--- src/hdl/plc_cfg.svh ---
// plc_cfg.svh: offsets, field positions and reset values of the loop config bank
// assumes: included by its bare name by the decoder, the bank, the checker and the bench
`ifndef PLC_CFG_SVH
`define PLC_CFG_SVH

// register byte addresses on the serial control port
`define PLC_ADDR_W          10
`define PLC_OFS_ZERO_RES    10'h01D
`define PLC_OFS_PUMP_CUR    10'h0F0
`define PLC_OFS_FB_DIV      10'h0F1
`define PLC_OFS_LOOP_CTRL   10'h0F2

// input loop zero resistor field
`define PLC_ZR_MSB          3
`define PLC_ZR_LSB          0
`define PLC_ZR_MASK         8'h0F

// feedback divider fields
`define PLC_FB_A_MSB        7
`define PLC_FB_A_LSB        6
`define PLC_FB_B_MSB        5
`define PLC_FB_B_LSB        0

// output loop control fields
`define PLC_CTL_LD_PD       7
`define PLC_CTL_RSVD        6
`define PLC_CTL_DBL         5
`define PLC_CTL_ABL_OVR     4
`define PLC_CTL_ABL_MSB     3
`define PLC_CTL_ABL_LSB     2
`define PLC_CTL_CP_MSB      1
`define PLC_CTL_CP_LSB      0
`define PLC_CTL_MASK        8'hBF

// reset values
`define PLC_RST_ZERO_RES    8'h00
`define PLC_RST_PUMP_CUR    8'h00
`define PLC_RST_FB_DIV      8'h07
`define PLC_RST_LOOP_CTRL   8'h0B
`define PLC_RST_FB_RATIO    8'h1C

// forced antibacklash code while the override is clear, loaded code when it rises
`define PLC_ABL_FORCED      2'h2
`define PLC_ABL_LOADED      2'h0

`endif

--- src/hdl/plc_pkg.sv ---
// plc_pkg.sv: types shared by the loop config bank and its decoder
// assumes: nothing beyond a SystemVerilog compiler
`default_nettype none
package plc_pkg;

  // input loop zero resistor selection
  typedef enum logic [2:0] {
    PLC_RZ_883K,
    PLC_RZ_677K,
    PLC_RZ_341K,
    PLC_RZ_135K,
    PLC_RZ_10K,
    PLC_RZ_EXT
  } plc_rzero_t;

  // antibacklash pulse width
  typedef enum logic [1:0] {
    PLC_ABL_MIN,
    PLC_ABL_LOW,
    PLC_ABL_HIGH,
    PLC_ABL_MAX
  } plc_abl_t;

  // charge pump mode
  typedef enum logic [1:0] {
    PLC_CP_TRISTATE,
    PLC_CP_PUMP_UP,
    PLC_CP_PUMP_DOWN,
    PLC_CP_NORMAL
  } plc_cp_mode_t;

endpackage
`default_nettype wire

--- src/hdl/plc_dec_if.sv ---
// plc_dec_if.sv: raw register bytes out to the decoder, decoded settings back
// assumes: both ends run on the same clock; signals are plain combinational wires
`timescale 1ns/1ns
`default_nettype none
interface plc_dec_if;
  logic [7:0]             zero_res;
  logic [7:0]             fb_div;
  logic [7:0]             loop_ctrl;
  plc_pkg::plc_rzero_t    rzero;
  logic [7:0]             fb_n;
  logic                   fb_bad;
  plc_pkg::plc_abl_t      abl;
  plc_pkg::plc_cp_mode_t  cp_mode;

  modport bank (output zero_res, fb_div, loop_ctrl, input rzero, fb_n, fb_bad, abl, cp_mode);
  modport dec  (input zero_res, fb_div, loop_ctrl, output rzero, fb_n, fb_bad, abl, cp_mode);
endinterface
`default_nettype wire

--- src/hdl/plc_dec.sv ---
// plc_dec.sv: combinational decode of the stored bytes into loop settings
// assumes: bytes come straight from the register bank flops
`timescale 1ns/1ns
`default_nettype none
`include "plc_cfg.svh"
module plc_dec
(
  // register side
  plc_dec_if.dec  d
);

  logic [3:0] zr_code;
  logic [1:0] fb_a;
  logic [5:0] fb_b;
  logic       abl_ovr;
  logic [1:0] abl_code;
  logic [1:0] abl_eff;

  // zero resistor code to selection; codes 1000 and above taken as external
  assign zr_code = d.zero_res[`PLC_ZR_MSB:`PLC_ZR_LSB];
  assign d.rzero = (zr_code == 4'h0) ? plc_pkg::PLC_RZ_883K :
                   (zr_code == 4'h1) ? plc_pkg::PLC_RZ_677K :
                   (zr_code == 4'h2) ? plc_pkg::PLC_RZ_341K :
                   (zr_code == 4'h3) ? plc_pkg::PLC_RZ_135K :
                   (zr_code[3] == 1'b0) ? plc_pkg::PLC_RZ_10K :
                   plc_pkg::PLC_RZ_EXT;

  // feedback ratio four times b plus a
  assign fb_a   = d.fb_div[`PLC_FB_A_MSB:`PLC_FB_A_LSB];
  assign fb_b   = d.fb_div[`PLC_FB_B_MSB:`PLC_FB_B_LSB];
  assign d.fb_n = {fb_b, fb_a};

  // flag pairs outside the permitted set
  assign d.fb_bad = (fb_b < 6'h04) ||
                    ((fb_b == 6'h04) && (fb_a > 2'h1)) ||
                    (((fb_b == 6'h05) || (fb_b == 6'h06)) && (fb_a == 2'h3));

  // antibacklash width forced high unless overridden
  assign abl_ovr  = d.loop_ctrl[`PLC_CTL_ABL_OVR];
  assign abl_code = d.loop_ctrl[`PLC_CTL_ABL_MSB:`PLC_CTL_ABL_LSB];
  assign abl_eff  = abl_ovr ? abl_code : `PLC_ABL_FORCED;
  assign d.abl    = plc_pkg::plc_abl_t'(abl_eff);

  // pump mode straight from its field
  assign d.cp_mode = plc_pkg::plc_cp_mode_t'(d.loop_ctrl[`PLC_CTL_CP_MSB:`PLC_CTL_CP_LSB]);

endmodule
`default_nettype wire

--- src/hdl/plc_bank.sv ---
// plc_bank.sv: configuration register bank of the two loops of a clock cleaner
// assumes: the serial control port presents one byte access per strobe, in the clock domain
//
// Contract
// - zero resistor code picks one of six resistors
// - byte sets output loop pump current magnitude
// - divider is four times B plus A
// - control bit 7 powers down lock detector
// - control bit 5 doubles the reference frequency
// - override clear forces high antibacklash period
// - override rising loads code 00 into width
// - width codes minimum, low, high, maximum
// - pump mode tristate, up, down, normal; reset normal
`timescale 1ns/1ns
`default_nettype none
`include "plc_cfg.svh"
module plc_bank
(
  // clock and reset
  input  wire logic                        clock,
  input  wire logic                        rst_b,
  // register access from the serial control port
  input  wire logic [`PLC_ADDR_W-1:0]      reg_addr,
  input  wire logic                        reg_wr,
  input  wire logic                        reg_rd,
  input  wire logic [7:0]                  reg_wdata,
  output logic      [7:0]                  reg_rdata,
  output logic                             reg_rvalid,
  // input loop settings
  output var plc_pkg::plc_rzero_t          in_zero_res,
  // output loop settings
  output logic      [7:0]                  out_pump_current,
  output logic      [1:0]                  out_fb_a,
  output logic      [5:0]                  out_fb_b,
  output logic      [7:0]                  out_fb_ratio,
  output logic                             out_fb_illegal,
  output logic                             out_lock_det_pd,
  output logic                             out_ref_double,
  output var plc_pkg::plc_abl_t            out_abl_width,
  output var plc_pkg::plc_cp_mode_t        out_pump_mode
);

  logic [7:0]                zero_res_q;
  logic [7:0]                zero_res_d;
  logic [7:0]                pump_cur_q;
  logic [7:0]                pump_cur_d;
  logic [7:0]                fb_div_q;
  logic [7:0]                fb_div_d;
  logic [7:0]                loop_ctrl_q;
  logic [7:0]                loop_ctrl_d;
  logic [7:0]                rdata_q;
  logic [7:0]                rdata_d;
  logic                      rvalid_q;
  plc_pkg::plc_rzero_t       rzero_q;
  logic [7:0]                fb_n_q;
  logic                      fb_bad_q;
  plc_pkg::plc_abl_t         abl_q;
  plc_pkg::plc_cp_mode_t     cp_mode_q;

  logic                      hit_zero_res;
  logic                      hit_pump_cur;
  logic                      hit_fb_div;
  logic                      hit_loop_ctrl;
  logic                      abl_ovr_rise;
  logic [7:0]                ctrl_wr_val;
  logic                      hit_mapped;
  logic                      wr_zero_res;
  logic                      wr_pump_cur;
  logic                      wr_fb_div;
  logic                      wr_loop_ctrl;
  logic [1:0]                fb_a_fld;
  logic [5:0]                fb_b_fld;
  logic                      ld_pd_fld;
  logic                      dbl_fld;

  plc_dec_if                 dec_bus ();

  // match of the bus address against one register offset
  function automatic logic addr_hit(logic [`PLC_ADDR_W-1:0] addr, logic [`PLC_ADDR_W-1:0] ofs);
    return (addr == ofs);
  endfunction

  // control byte as stored: reserved bit cleared, width reloaded when the override rises
  function automatic logic [7:0] ctrl_store(logic [7:0] wdata, logic reload);
    logic [7:0] val;
    val = wdata & `PLC_CTL_MASK;
    if (reload)
    begin
      val[`PLC_CTL_ABL_MSB:`PLC_CTL_ABL_LSB] = `PLC_ABL_LOADED;
    end
    return val;
  endfunction

  // address decode
  assign hit_zero_res  = addr_hit(reg_addr, `PLC_OFS_ZERO_RES);
  assign hit_pump_cur  = addr_hit(reg_addr, `PLC_OFS_PUMP_CUR);
  assign hit_fb_div    = addr_hit(reg_addr, `PLC_OFS_FB_DIV);
  assign hit_loop_ctrl = addr_hit(reg_addr, `PLC_OFS_LOOP_CTRL);
  assign hit_mapped    = hit_zero_res | hit_pump_cur | hit_fb_div | hit_loop_ctrl;

  // write enables, one per register; unmapped writes fall through
  assign wr_zero_res  = reg_wr & hit_zero_res;
  assign wr_pump_cur  = reg_wr & hit_pump_cur;
  assign wr_fb_div    = reg_wr & hit_fb_div;
  assign wr_loop_ctrl = reg_wr & hit_loop_ctrl;

  // override going from clear to set on this write
  assign abl_ovr_rise = reg_wdata[`PLC_CTL_ABL_OVR] & ~loop_ctrl_q[`PLC_CTL_ABL_OVR];

  // control byte as this write would store it
  assign ctrl_wr_val = ctrl_store(reg_wdata, abl_ovr_rise);

  // next register values
  assign zero_res_d  = wr_zero_res ? (reg_wdata & `PLC_ZR_MASK) : zero_res_q;
  assign pump_cur_d  = wr_pump_cur ? reg_wdata : pump_cur_q;
  assign fb_div_d    = wr_fb_div ? reg_wdata : fb_div_q;
  assign loop_ctrl_d = wr_loop_ctrl ? ctrl_wr_val : loop_ctrl_q;

  // read mux; unmapped addresses read zero
  assign rdata_d = !reg_rd       ? rdata_q :
                   !hit_mapped   ? 8'h00 :
                   hit_zero_res  ? zero_res_q :
                   hit_pump_cur  ? pump_cur_q :
                   hit_fb_div    ? fb_div_q :
                   loop_ctrl_q;

  // raw bytes to the decoder
  assign dec_bus.zero_res  = zero_res_q;
  assign dec_bus.fb_div    = fb_div_q;
  assign dec_bus.loop_ctrl = loop_ctrl_q;

  plc_dec u_dec
  (
    .d (dec_bus.dec)
  );

  // configuration registers
  always_ff @(posedge clock)
  begin
    if (!rst_b)
    begin
      zero_res_q  <= `PLC_RST_ZERO_RES;
      pump_cur_q  <= `PLC_RST_PUMP_CUR;
      fb_div_q    <= `PLC_RST_FB_DIV;
      loop_ctrl_q <= `PLC_RST_LOOP_CTRL;
    end
    else
    begin
      zero_res_q  <= zero_res_d;
      pump_cur_q  <= pump_cur_d;
      fb_div_q    <= fb_div_d;
      loop_ctrl_q <= loop_ctrl_d;
    end
  end

  // read data, held until the next read
  always_ff @(posedge clock)
  begin
    if (!rst_b)
    begin
      rdata_q <= 8'h00;
    end
    else
    begin
      rdata_q <= rdata_d;
    end
  end

  // read answer strobe, one cycle after each read
  always_ff @(posedge clock)
  begin
    if (!rst_b)
    begin
      rvalid_q <= 1'b0;
    end
    else
    begin
      rvalid_q <= reg_rd;
    end
  end

  // decoded settings held in flops for the analog side
  always_ff @(posedge clock)
  begin
    if (!rst_b)
    begin
      rzero_q   <= plc_pkg::PLC_RZ_883K;
      fb_n_q    <= `PLC_RST_FB_RATIO;
      fb_bad_q  <= 1'b0;
      abl_q     <= plc_pkg::PLC_ABL_HIGH;
      cp_mode_q <= plc_pkg::PLC_CP_NORMAL;
    end
    else
    begin
      rzero_q   <= dec_bus.rzero;
      fb_n_q    <= dec_bus.fb_n;
      fb_bad_q  <= dec_bus.fb_bad;
      abl_q     <= dec_bus.abl;
      cp_mode_q <= dec_bus.cp_mode;
    end
  end

  // direct fields of the stored bytes
  assign fb_a_fld  = fb_div_q[`PLC_FB_A_MSB:`PLC_FB_A_LSB];
  assign fb_b_fld  = fb_div_q[`PLC_FB_B_MSB:`PLC_FB_B_LSB];
  assign ld_pd_fld = loop_ctrl_q[`PLC_CTL_LD_PD];
  assign dbl_fld   = loop_ctrl_q[`PLC_CTL_DBL];

  // outputs
  assign reg_rdata        = rdata_q;
  assign reg_rvalid       = rvalid_q;
  assign in_zero_res      = rzero_q;
  assign out_pump_current = pump_cur_q;
  assign out_fb_a         = fb_a_fld;
  assign out_fb_b         = fb_b_fld;
  assign out_fb_ratio     = fb_n_q;
  assign out_fb_illegal   = fb_bad_q;
  assign out_lock_det_pd  = ld_pd_fld;
  assign out_ref_double   = dbl_fld;
  assign out_abl_width    = abl_q;
  assign out_pump_mode    = cp_mode_q;

endmodule
`default_nettype wire

--- config.mk ---
export PLATFORM = sky130hd
export DESIGN_NAME = plc_bank
export DESIGN_NICKNAME = d
export VERILOG_FILES = /design/src/hdl/plc_pkg.sv /design/src/hdl/plc_dec_if.sv /design/src/hdl/plc_dec.sv /design/src/hdl/plc_bank.sv
export VERILOG_INCLUDE_DIRS = /design/src /design/src/hdl
export SDC_FILE = /design/constraint.sdc
export NUM_CORES = 1
export LEC_CHECK = 0
export BUFFER_PORTS_ARGS = -buffer_cell sky130_fd_sc_hd__buf_2
export CORE_ASPECT_RATIO = 1.75
export CORE_UTILIZATION = 45
export CTS_CLUSTER_SIZE = 24
export DETAILED_ROUTE_END_ITERATION = 8
export PLACE_DENSITY = 0.72
export REMOVE_ABC_BUFFERS = 1
export SYNTH_ARGS = -nofsm -noshare
export SYNTH_HDL_FRONTEND = slang
export SYNTH_SLANG_ARGS = --single-unit
--- constraint.sdc ---
create_clock -name clock -period 2.5 [get_ports clock]
set_input_delay 0.5 -clock clock [delete_from_list [all_inputs] [get_ports clock]]
set_output_delay 0.5 -clock clock [all_outputs]
set_load 0.1 [all_outputs]
==> metrics, run 1 <==
outcome finished clean; input/output buffers 64; clock root cell clkbuf_8; max-slew violation total from the final report 0; Die X-Extent 52.8 um; endpoints failing setup 0; post-CTS setup buffer count 0; post-synthesis sequential area ratio 51.3%; # fillers 421; core area 4360 um^2; Max VDD drop 490 uV; Worst Tran Pin Value 681 ps; DP HPWL 3390 um; top cell family by delay on the critical path buffers and inverters; Total GRT Usage 21.2%; post-CTS sizing 0; Worst EP required 2000 ps; diode count 0; row count 32; synth unique cells 31; post-synthesis compound-gate area fraction 12.3%; area of the multi-input gates 917 um^2; layout cell share with drive strength beyond 1 33.0%; hold buffer count at cts 0; Mapped Cells 206; Synth top area share 51.3%; Hold Crit Class in -> reg; Buffers & Inverters on Critical Path 1; total of max-cap violations 0; final WL 4610 um; CP max stage delay 470 ps; remaining global-route overflow 0; reg2reg start dec_bus.fb_div[6]; initial antenna violation count 0; Leak 1.15 nW; final core utilization 56.3%; DR WL/cell 14.4 um; Worst-path clk slew 90 ps; XOR/XNOR Fraction of Synth Area 0%; Starting Density 46.5%; I/O Pins 65; first-pass GRT wire length 7360 um; unrepaired setup endpoints after global routing false; syn_area_per_cell 9.85 um^2; Worst setup EP type primary output; CTS tree built; worst hold slack 439 ps; Final ANT Viol Nets 0; Pwr Density 570 nW/um^2; Crit. Startpoint dec_bus.fb_div[1]; post-route setup slack 780 ps; Post-Synth Simple-Gate Area 23.4%; Final Hold Vio Count 0; Max Freq 581 MHz; Seq cells post-synth 52; largest net degree at the start of global routing 29; htree depth 2; crit path DAT 1220 ps; slowest library cell on the worst path buf_2; ys async rst share 0%; Sequential Area 1040 um^2; type of origin of the critical path flop; Adder-Cell Fraction of Synth Area 0%; area leader, netlist dfxtp_1; vias in the first global route 1629; minimum clock period 1720 ps; Yosys warnings 0; setup_tns 0 ps; EDFF count, synth 0; Mapped Area 2030 um^2; die area 4790 um^2; post-synthesis mux area share 9.43%; die height 90.8 um; Setup Skew 4.22 ps; synth cell count leaders dfxtp_1, nand2_1, o21ai_0; Worst-Skew Late Latency 300 ps; Tcrit/Tclk final 68.8%; nets 291; P&R area growth vs syn 21.1%; clk buf depth 2; Total Power 1.40 mW; DRT Pass-1 Iters 4; synth top area cells dfxtp_1, mux2i_1, nand2_1; dpl ws 584 ps; largest family of logic cells by synthesized area simple AND/OR/NAND/NOR gates; final routed DRC violation total 0; Final Wtd Congestion 0.831; DR vias/cell 5.17; worst hold path startpoint reg_wdata[0]; critical-path maximum fanout 6; critical path type reg -> out; via count 1661; TritonCTS buffer count 5; top_reg_cell synth dfxtp_1; clk sinks 52; crit path cell chain buf_2; Worst slew margin 54.4%; Iter 0 DRT Violations 30; most numerous cell in the Yosys netlist dfxtp_1
-- final cells by class --
| type | instances | area share, % |
|---|---|---|
| flip-flops and latches | 52 | 42.3 |
| clock buffers | 7 | 3.51 |
| clock inverters | 1 | 0.305 |
| multi-input cells | 142 | 37.3 |
| repair buffers | 66 | 13.6 |
| inverters | 2 | 0.305 |
| well taps | 51 | 2.60 |
-- cells in the final DEF (no fill, tap or decap), drive strengths merged, types with 2 or more instances in the layout --
master   n
and2     7
nor2b    4
a32oi    4
nand2b   6
and4bb   2
a31o     7
nor3     2
nor2     9
nand2   37
mux2i   18
inv      2
buf     66
nand4    3
o21a     2
nor4b    2
o21ai   25
dfxtp   52
clkbuf   7
nand3    7
-- logic make-up (layout without fill, tap and decap cells) --
family	Yosys count	after routing
and+or+nand+nor	83	83
buffers and inverters	12	76
AOI/OAI and AO/OA	40	40
DFF	52	52
muxes	19	19
-- worst min-delay path, cell delays in order --
cell and delay (ps):
buf_2 100, mux2i_1 60, nand2_1 50
-- power breakdown --
part | leakage (nW) | internal, mW | total, mW | switching, mW
registers | 0.419 | 0.828 | 0.829 | 0.000326
clock network | 0.0445 | 0.225 | 0.492 | 0.266
logic | 0.687 | 0.0283 | 0.0815 | 0.0532
total | 1.15 | 1.08 | 1.40 | 0.320
-- flip-flops by register name, indices dropped and copies added, names as in the netlist --
name / count
dec_bus.loop_ctrl: 7
dec_bus.zero_res: 4
out_fb_ratio: 8
in_zero_res: 3
dec_bus.fb_div: 8
reg_rvalid: 1
out_fb_illegal: 1
out_pump_mode: 2
out_abl_width: 2
reg_rdata: 8
out_pump_current: 8
-- stage by stage --
step	instance area, um^2	std cells
2_1_floorplan	1970	196
3_3_place_gp	2360	313
5_1_grt	2460	321
6_report	2460	321
3_5_place_dp	2360	313
4_1_cts	2460	321
-- final timing paths --
| kind | slack, ps | cells after the start | endpoint |
|---|---|---|---|
| setup / recovery | 780 | 1 | out_fb_b[1] |
| hold / removal | 440 | 3 | dec_bus.fb_div[0] |
| setup reg to reg | 1260 | 4 | out_fb_illegal |
| hold reg to reg | 470 | 2 | reg_rdata[4] |
-- layer usage --
metal  share of wire, %  wire (um)  GRT usage, %  up-vias
met5                  0          0             0        -
met3                4.3        197          4.21       12
li1                   -          -             -      842
met4                3.0        136          11.2        0
met1                 41       1880          23.1      762
met2                 52       2390          36.6       45
Power figures use the tool's default switching activity.
==> inputs of run 2 (changes only) <==
--- a/config.mk
+++ b/config.mk
@@ -11,7 +11,7 @@
 export CORE_UTILIZATION = 45
 export CTS_CLUSTER_SIZE = 24
 export DETAILED_ROUTE_END_ITERATION = 8
-export PLACE_DENSITY = 0.72
+export PLACE_DENSITY = 0.75
 export REMOVE_ABC_BUFFERS = 1
 export SYNTH_ARGS = -nofsm -noshare
 export SYNTH_HDL_FRONTEND = slang
==> constraint.sdc (replaced) <==
create_clock -name clock -period 1.5 [get_ports clock]
set_input_delay 0.3 -clock clock [delete_from_list [all_inputs] [get_ports clock]]
set_output_delay 0.3 -clock clock [all_outputs]
set_load 0.1 [all_outputs]
==> run 2 against run 1 <==
- utilization is 3.3 points higher
- clock power is 110% higher
- combinational power is 84% higher
- clock skew is 2.9 ps higher
- clock-buffer cell count is 1 lower
- worst hold slack worse by 190 ps
- critical path depth is 1 higher
- via count is 3.5% higher
- die area stayed put
- largest power group unchanged
- highest routed layer unchanged
==> metrics, run 2 (synthesis results as in run 1) <==
Comb pwr share 5.9% (about the same); crit path DAT 1160 ps (-60 ps); Iter 0 DRT Violations 38 (+27%); Die X-Extent 52.8 um (unchanged); placed inst area 2470 um^2 (+4.4%); clk sinks 52 (unchanged); Final ANT Viol Nets 0 (unchanged); Buffers & Inverters on Critical Path 2 (+1); critical path type reg -> out; Worst-Skew Late Latency 310 ps (about the same); outcome finished clean; endpoints failing setup 0 (unchanged); type of origin of the critical path flop; P&R area growth vs syn 28.2%; DR WL/cell 14.0 um (-2.2%); r2r setup slk 290 ps (-970 ps); top cell family by delay on the critical path buffers and inverters; Crit. Startpoint dec_bus.fb_div[6]; Hold Crit Class in -> reg; initial antenna violation count 0 (unchanged); DRT Pass-1 Iters 5 (+1); max-slew violation total from the final report 0 (unchanged); worst hold slack 252 ps (-188 ps); Max Freq 683 MHz; R2R cell count 3 (-1); diode count 0 (unchanged); capture point of the worst path out_fb_a[0]; post-CTS setup buffer count 0 (unchanged); Starting Density 46.5% (unchanged); Reg power frac 54.5% (-4.6 points); die area 4790 um^2 (unchanged); Worst slew margin 60.6% (+6.1 points); DR vias/cell 5.21 (+0.67%); slowest library cell on the worst path buf_2; Pwr Density 975 nW/um^2 (+71%); minimum clock period 1460 ps; final WL 4630 um (+0.50%); clock root cell clkbuf_8; critical-path maximum fanout 3 (-3); clk buf depth 2 (unchanged); core area 4360 um^2 (unchanged); Final Hold Vio Count 0 (unchanged); Worst-path clk slew 90 ps (about the same); Setup Skew 7.08 ps (+2.86 ps); row count 32 (unchanged); via count 1719 (+3.5%); Tcrit/Tclk final 97.5%; Net Sw Frac 21.7% (-1.1 points); Leak 1.23 nW (+7.0%); largest net degree at the start of global routing 26 (-10%); post-CTS sizing 0 (unchanged); vias in the first global route 1593 (-2.2%); Worst R2R End out_fb_illegal; Total GRT Usage 21.1% (-0.13 points); CTS tree built; layout cell share with drive strength beyond 1 35.5% (+2.5 points); total of max-cap violations 0 (unchanged); Worst EP required 1200 ps (-800 ps); Final Wtd Congestion 0.799 (-3.8%); nets 300 (+3.1%); first-pass GRT wire length 7380 um (+0.29%); remaining global-route overflow 0 (unchanged); share of power burned in the clock network 39.6% (+4.5 points); final routed DRC violation total 0 (unchanged); TritonCTS buffer count 5 (unchanged); setup_tns 0 ps (unchanged); most common cell after layout, fill and taps aside buf_2; DP HPWL 3470 um (+2.3%); crit path cell chain buf_4 -> buf_2; Worst setup EP type primary output; Max VDD drop 942 uV (+92%); P_int 1.99 mW (+84%); die height 90.8 um (unchanged); most frequent cells in the layout buf_2, dfxtp_1, nand2_1; WP depth 2 (+1); fin area 2600 um^2 (+5.8%); htree depth 2 (unchanged); unrepaired setup endpoints after global routing false; reg2reg start dec_bus.fb_div[7]; I/O Pins 65 (unchanged); Worst Tran Pin Value 590 ps (-90.2 ps); hold buffer count at cts 0 (unchanged); CP max stage delay 410 ps (-60 ps); switching pwr 0.551 mW (+72%); input/output buffers 64 (unchanged)
-- run 2: changes by cell type in the layout (fill, tap and decap cells not counted), sizes merged --
cell	previous run	this run
bufinv	0	1
clkbuf	7	10
clkinvlp	1	0
buf	66	71
clkinv	0	1
-- run 2: layout make-up --
cell class / instances / area [um^2]
flip-flops and latches: 52 / 1040
clock buffers: 6 / 82.6
fillers: 411 / 1760
clock inverters: 2 / 38.8
well taps: 51 / 63.8
inverters: 2 / 7.51
multi-input cells: 142 / 917
repair buffers: 75 / 450
-- run 2: tightest hold or removal path: stages --
cell and delay (ps):
buf_2 110, mux2i_1 60, nand2_1 60
-- run 2: power by group through the flow --
stage | registers, mW | logic (mW) | clock network (mW)
after global placement | 1.41 | 0.147 | 0
final | 1.38 | 0.150 | 1.01
after global routing | 1.38 | 0.162 | 1.07
after detailed placement | 1.41 | 0.150 | 0
after floorplan | 1.43 | 0.0430 | 0
after CTS | 1.38 | 0.150 | 1.03
-- run 2: per-layer routing --
metal  track usage (%)  wire (um)
met1              23.4       1900
met2              37.0       2450
met3              4.21        185
met4              8.77        100
met5                 0          0
-- run 2: how the worst min path moves through the flow --
stage            startpoint                 to  slack [ps]  cells past startpoint
6_report       reg_wdata[2]  dec_bus.fb_div[2]         250                      3
5_1_grt        reg_wdata[0]  dec_bus.fb_div[0]         260                      3
4_1_cts        reg_wdata[1]  dec_bus.fb_div[1]         250                      3
3_5_place_dp   reg_rdata[5]       reg_rdata[5]         450                      2
3_3_place_gp   reg_rdata[1]       reg_rdata[1]         450                      2
2_1_floorplan         rst_b  dec_bus.fb_div[0]         360                      1
-- run 2: through the flow --
step,total power [mW],utilization (%),setup WS (ps),std cells
CTS,2.56,59.4,3.71,330
global placement,1.56,56.6,2.84,322
detailed placement,1.56,56.6,-35.3,322
global route,2.62,59.6,8.36,330
finish,2.54,59.6,36.8,330
floorplan,1.47,-,-281,196
==> inputs of run 3 (changes only) <==
--- a/config.mk
+++ b/config.mk
@@ -13,6 +13,7 @@
 export DETAILED_ROUTE_END_ITERATION = 8
 export PLACE_DENSITY = 0.75
 export REMOVE_ABC_BUFFERS = 1
+export SETUP_SLACK_MARGIN = 0.4
 export SYNTH_ARGS = -nofsm -noshare
 export SYNTH_HDL_FRONTEND = slang
 export SYNTH_SLANG_ARGS = --single-unit
==> run 3 against run 2 <==
- clock power about the same
- die area unchanged
- final area up 44%
- setup slack better by 230 ps
- largest cell class is now non-clock buffers
- non-clock buffer count up 22
- clock skew up 1.3 ps
- combinational power up 40%
- sequential share of layout area down 10 points
- sequential power about the same
- flip-flop and latch count unchanged
- final cell count up 7.0%
- highest routed layer unchanged
==> metrics, run 3 (synthesis results as in run 1) <==
outcome finished clean; Setup Skew 8.37 ps (+1.29 ps); TritonCTS buffer count 5 (unchanged); DR WL met2 4210 um (+72%); Sequential Area 1130 um^2 (+8.3%); crit path DAT 930 ps (-230 ps); Worst Tran Pin Value 450 ps (-141 ps); max-slew violation total from the final report 0 (unchanged); total of max-cap violations 0 (unchanged); die area 4790 um^2 (unchanged); vias in the first global route 2108 (+32%); minimum clock period 1230 ps (-229 ps); setup_tns 0 ps (unchanged); DR vias/cell 5.89 (+13%); Pwr Density 692 nW/um^2 (-29%); Iter 0 DRT Violations 55 (+45%); critical path type reg -> out; row count 32 (unchanged); I/O Pins 65 (unchanged); Total GRT Usage 30.5% (+9.4 points); DP HPWL 3470 um (unchanged); clock root cell clkbuf_8; final core utilization 86.0% (+26 points); Final Wtd Congestion 0.799 (unchanged); nets 323 (+7.7%); via count 2078 (+21%); Die X-Extent 52.8 um (unchanged); diode count 0 (unchanged); area of the multi-input gates 1090 um^2 (+19%); WL met3 368 um (+99%); Worst-Skew Late Latency 320 ps (about the same); DR WL/cell 22.0 um (+57%); endpoints failing setup 0 (unchanged); final routed DRC violation total 0 (unchanged); CTS tree built; die height 90.8 um (unchanged); Worst-path clk slew 90 ps (about the same); core area 4360 um^2 (unchanged); Worst slew margin 69.9% (+9.3 points); Final Hold Vio Count 0 (unchanged); initial antenna violation count 0 (unchanged); Worst setup EP type primary output; Leak 1.59 nW (+29%); Max VDD drop 1170 uV (+24%); met1 WL 2740 um (+44%); largest net degree at the start of global routing 26 (unchanged); Starting Density 46.5% (unchanged); remaining global-route overflow 0 (unchanged); placed inst area 2470 um^2 (unchanged); htree depth 2 (unchanged); P&R area growth vs syn 84.9%; layout cell share with drive strength beyond 1 62.9% (+27 points); clk buf depth 2 (unchanged); Tcrit/Tclk final 82.3% (-15 points); input/output buffers 64 (unchanged); critical-path maximum fanout 2 (-1); most frequent cells in the layout buf_12, nand2_1, dfxtp_2; Total Power 2.59 mW (+2.3%); fin area 3750 um^2 (+44%); # fillers 200 (-51%); DRT Pass-1 Iters 4 (-1); clk sinks 52 (unchanged); Final ANT Viol Nets 0 (unchanged); unrepaired setup endpoints after global routing true; Top Metal Used met4; first-pass GRT wire length 10500 um (+42%); most common cell after layout, fill and taps aside buf_12; Hold Crit Class in -> reg; final WL 7750 um (+67%); worst hold slack 243 ps (-8.44 ps); Max Freq 810 MHz (+19%); type of origin of the critical path flop; Worst EP required 1200 ps (about the same)
run 3: cell count changes in the layout (fill, tap and decap cells not counted), sizes merged:
cell    previous run  this run
nand4              3         4
clkbuf            10         9
buf               71        94
run 3: per-layer routing:
metal	up-vias	global-route usage (%)
met3	41	6.73
met5	-	0
li1	915	-
met4	0	18.9
met1	1020	31.6
met2	102	52.3
run 3: worst max-delay path: stages (launching register included):
cell	delay, ps
dfxtp_2	350
buf_6	110
buf_12	160
run 3: final timing paths:
path                             start                   end  slack [ps]  cells after the start
hold reg to reg   dec_bus.loop_ctrl[2]  dec_bus.loop_ctrl[2]         500                      2
hold / removal            reg_wdata[2]     dec_bus.fb_div[2]         240                      3
setup reg to reg     dec_bus.fb_div[6]        out_fb_illegal         300                      4
setup / recovery     dec_bus.fb_div[6]           out_fb_a[0]         270                      2
run 3: cell type report:
type,count,share of cell area [%]
Clock inverter,2,1.03
Inverter,2,0.200
Sequential cell,52,30.0
Multi-Input combinational cell,143,29.0
Clock buffer,6,2.20
Tap cell,51,1.70
Timing Repair Buffer,97,35.8
run 3: timing repair:
action | 4_1_cts | 5_1_grt
hold endpoints to repair | 0 | 0
hold buffers | 0 | 0
cloned | 2 | 1
setup buffers | 17 | 3
pin swaps | 15 | 16
gates resized for setup | 247 | 52
endpoints found under the setup margin | 64 | 77
run 3: where the power goes:
group | internal (mW) | total (mW) | switching (mW)
combinational | 0.0891 | 0.210 | 0.121
sequential | 1.36 | 1.36 | 0.00174
clock | 0.546 | 1.03 | 0.480
total | 1.99 | 2.59 | 0.603
run 3: stage by stage:
stage               worst slack, ps  std cells
finish                          266        353
global route                    253        353
CTS                             290        349
detailed placement            -35.3        322
global placement               2.84        322
floorplan                      -281        196
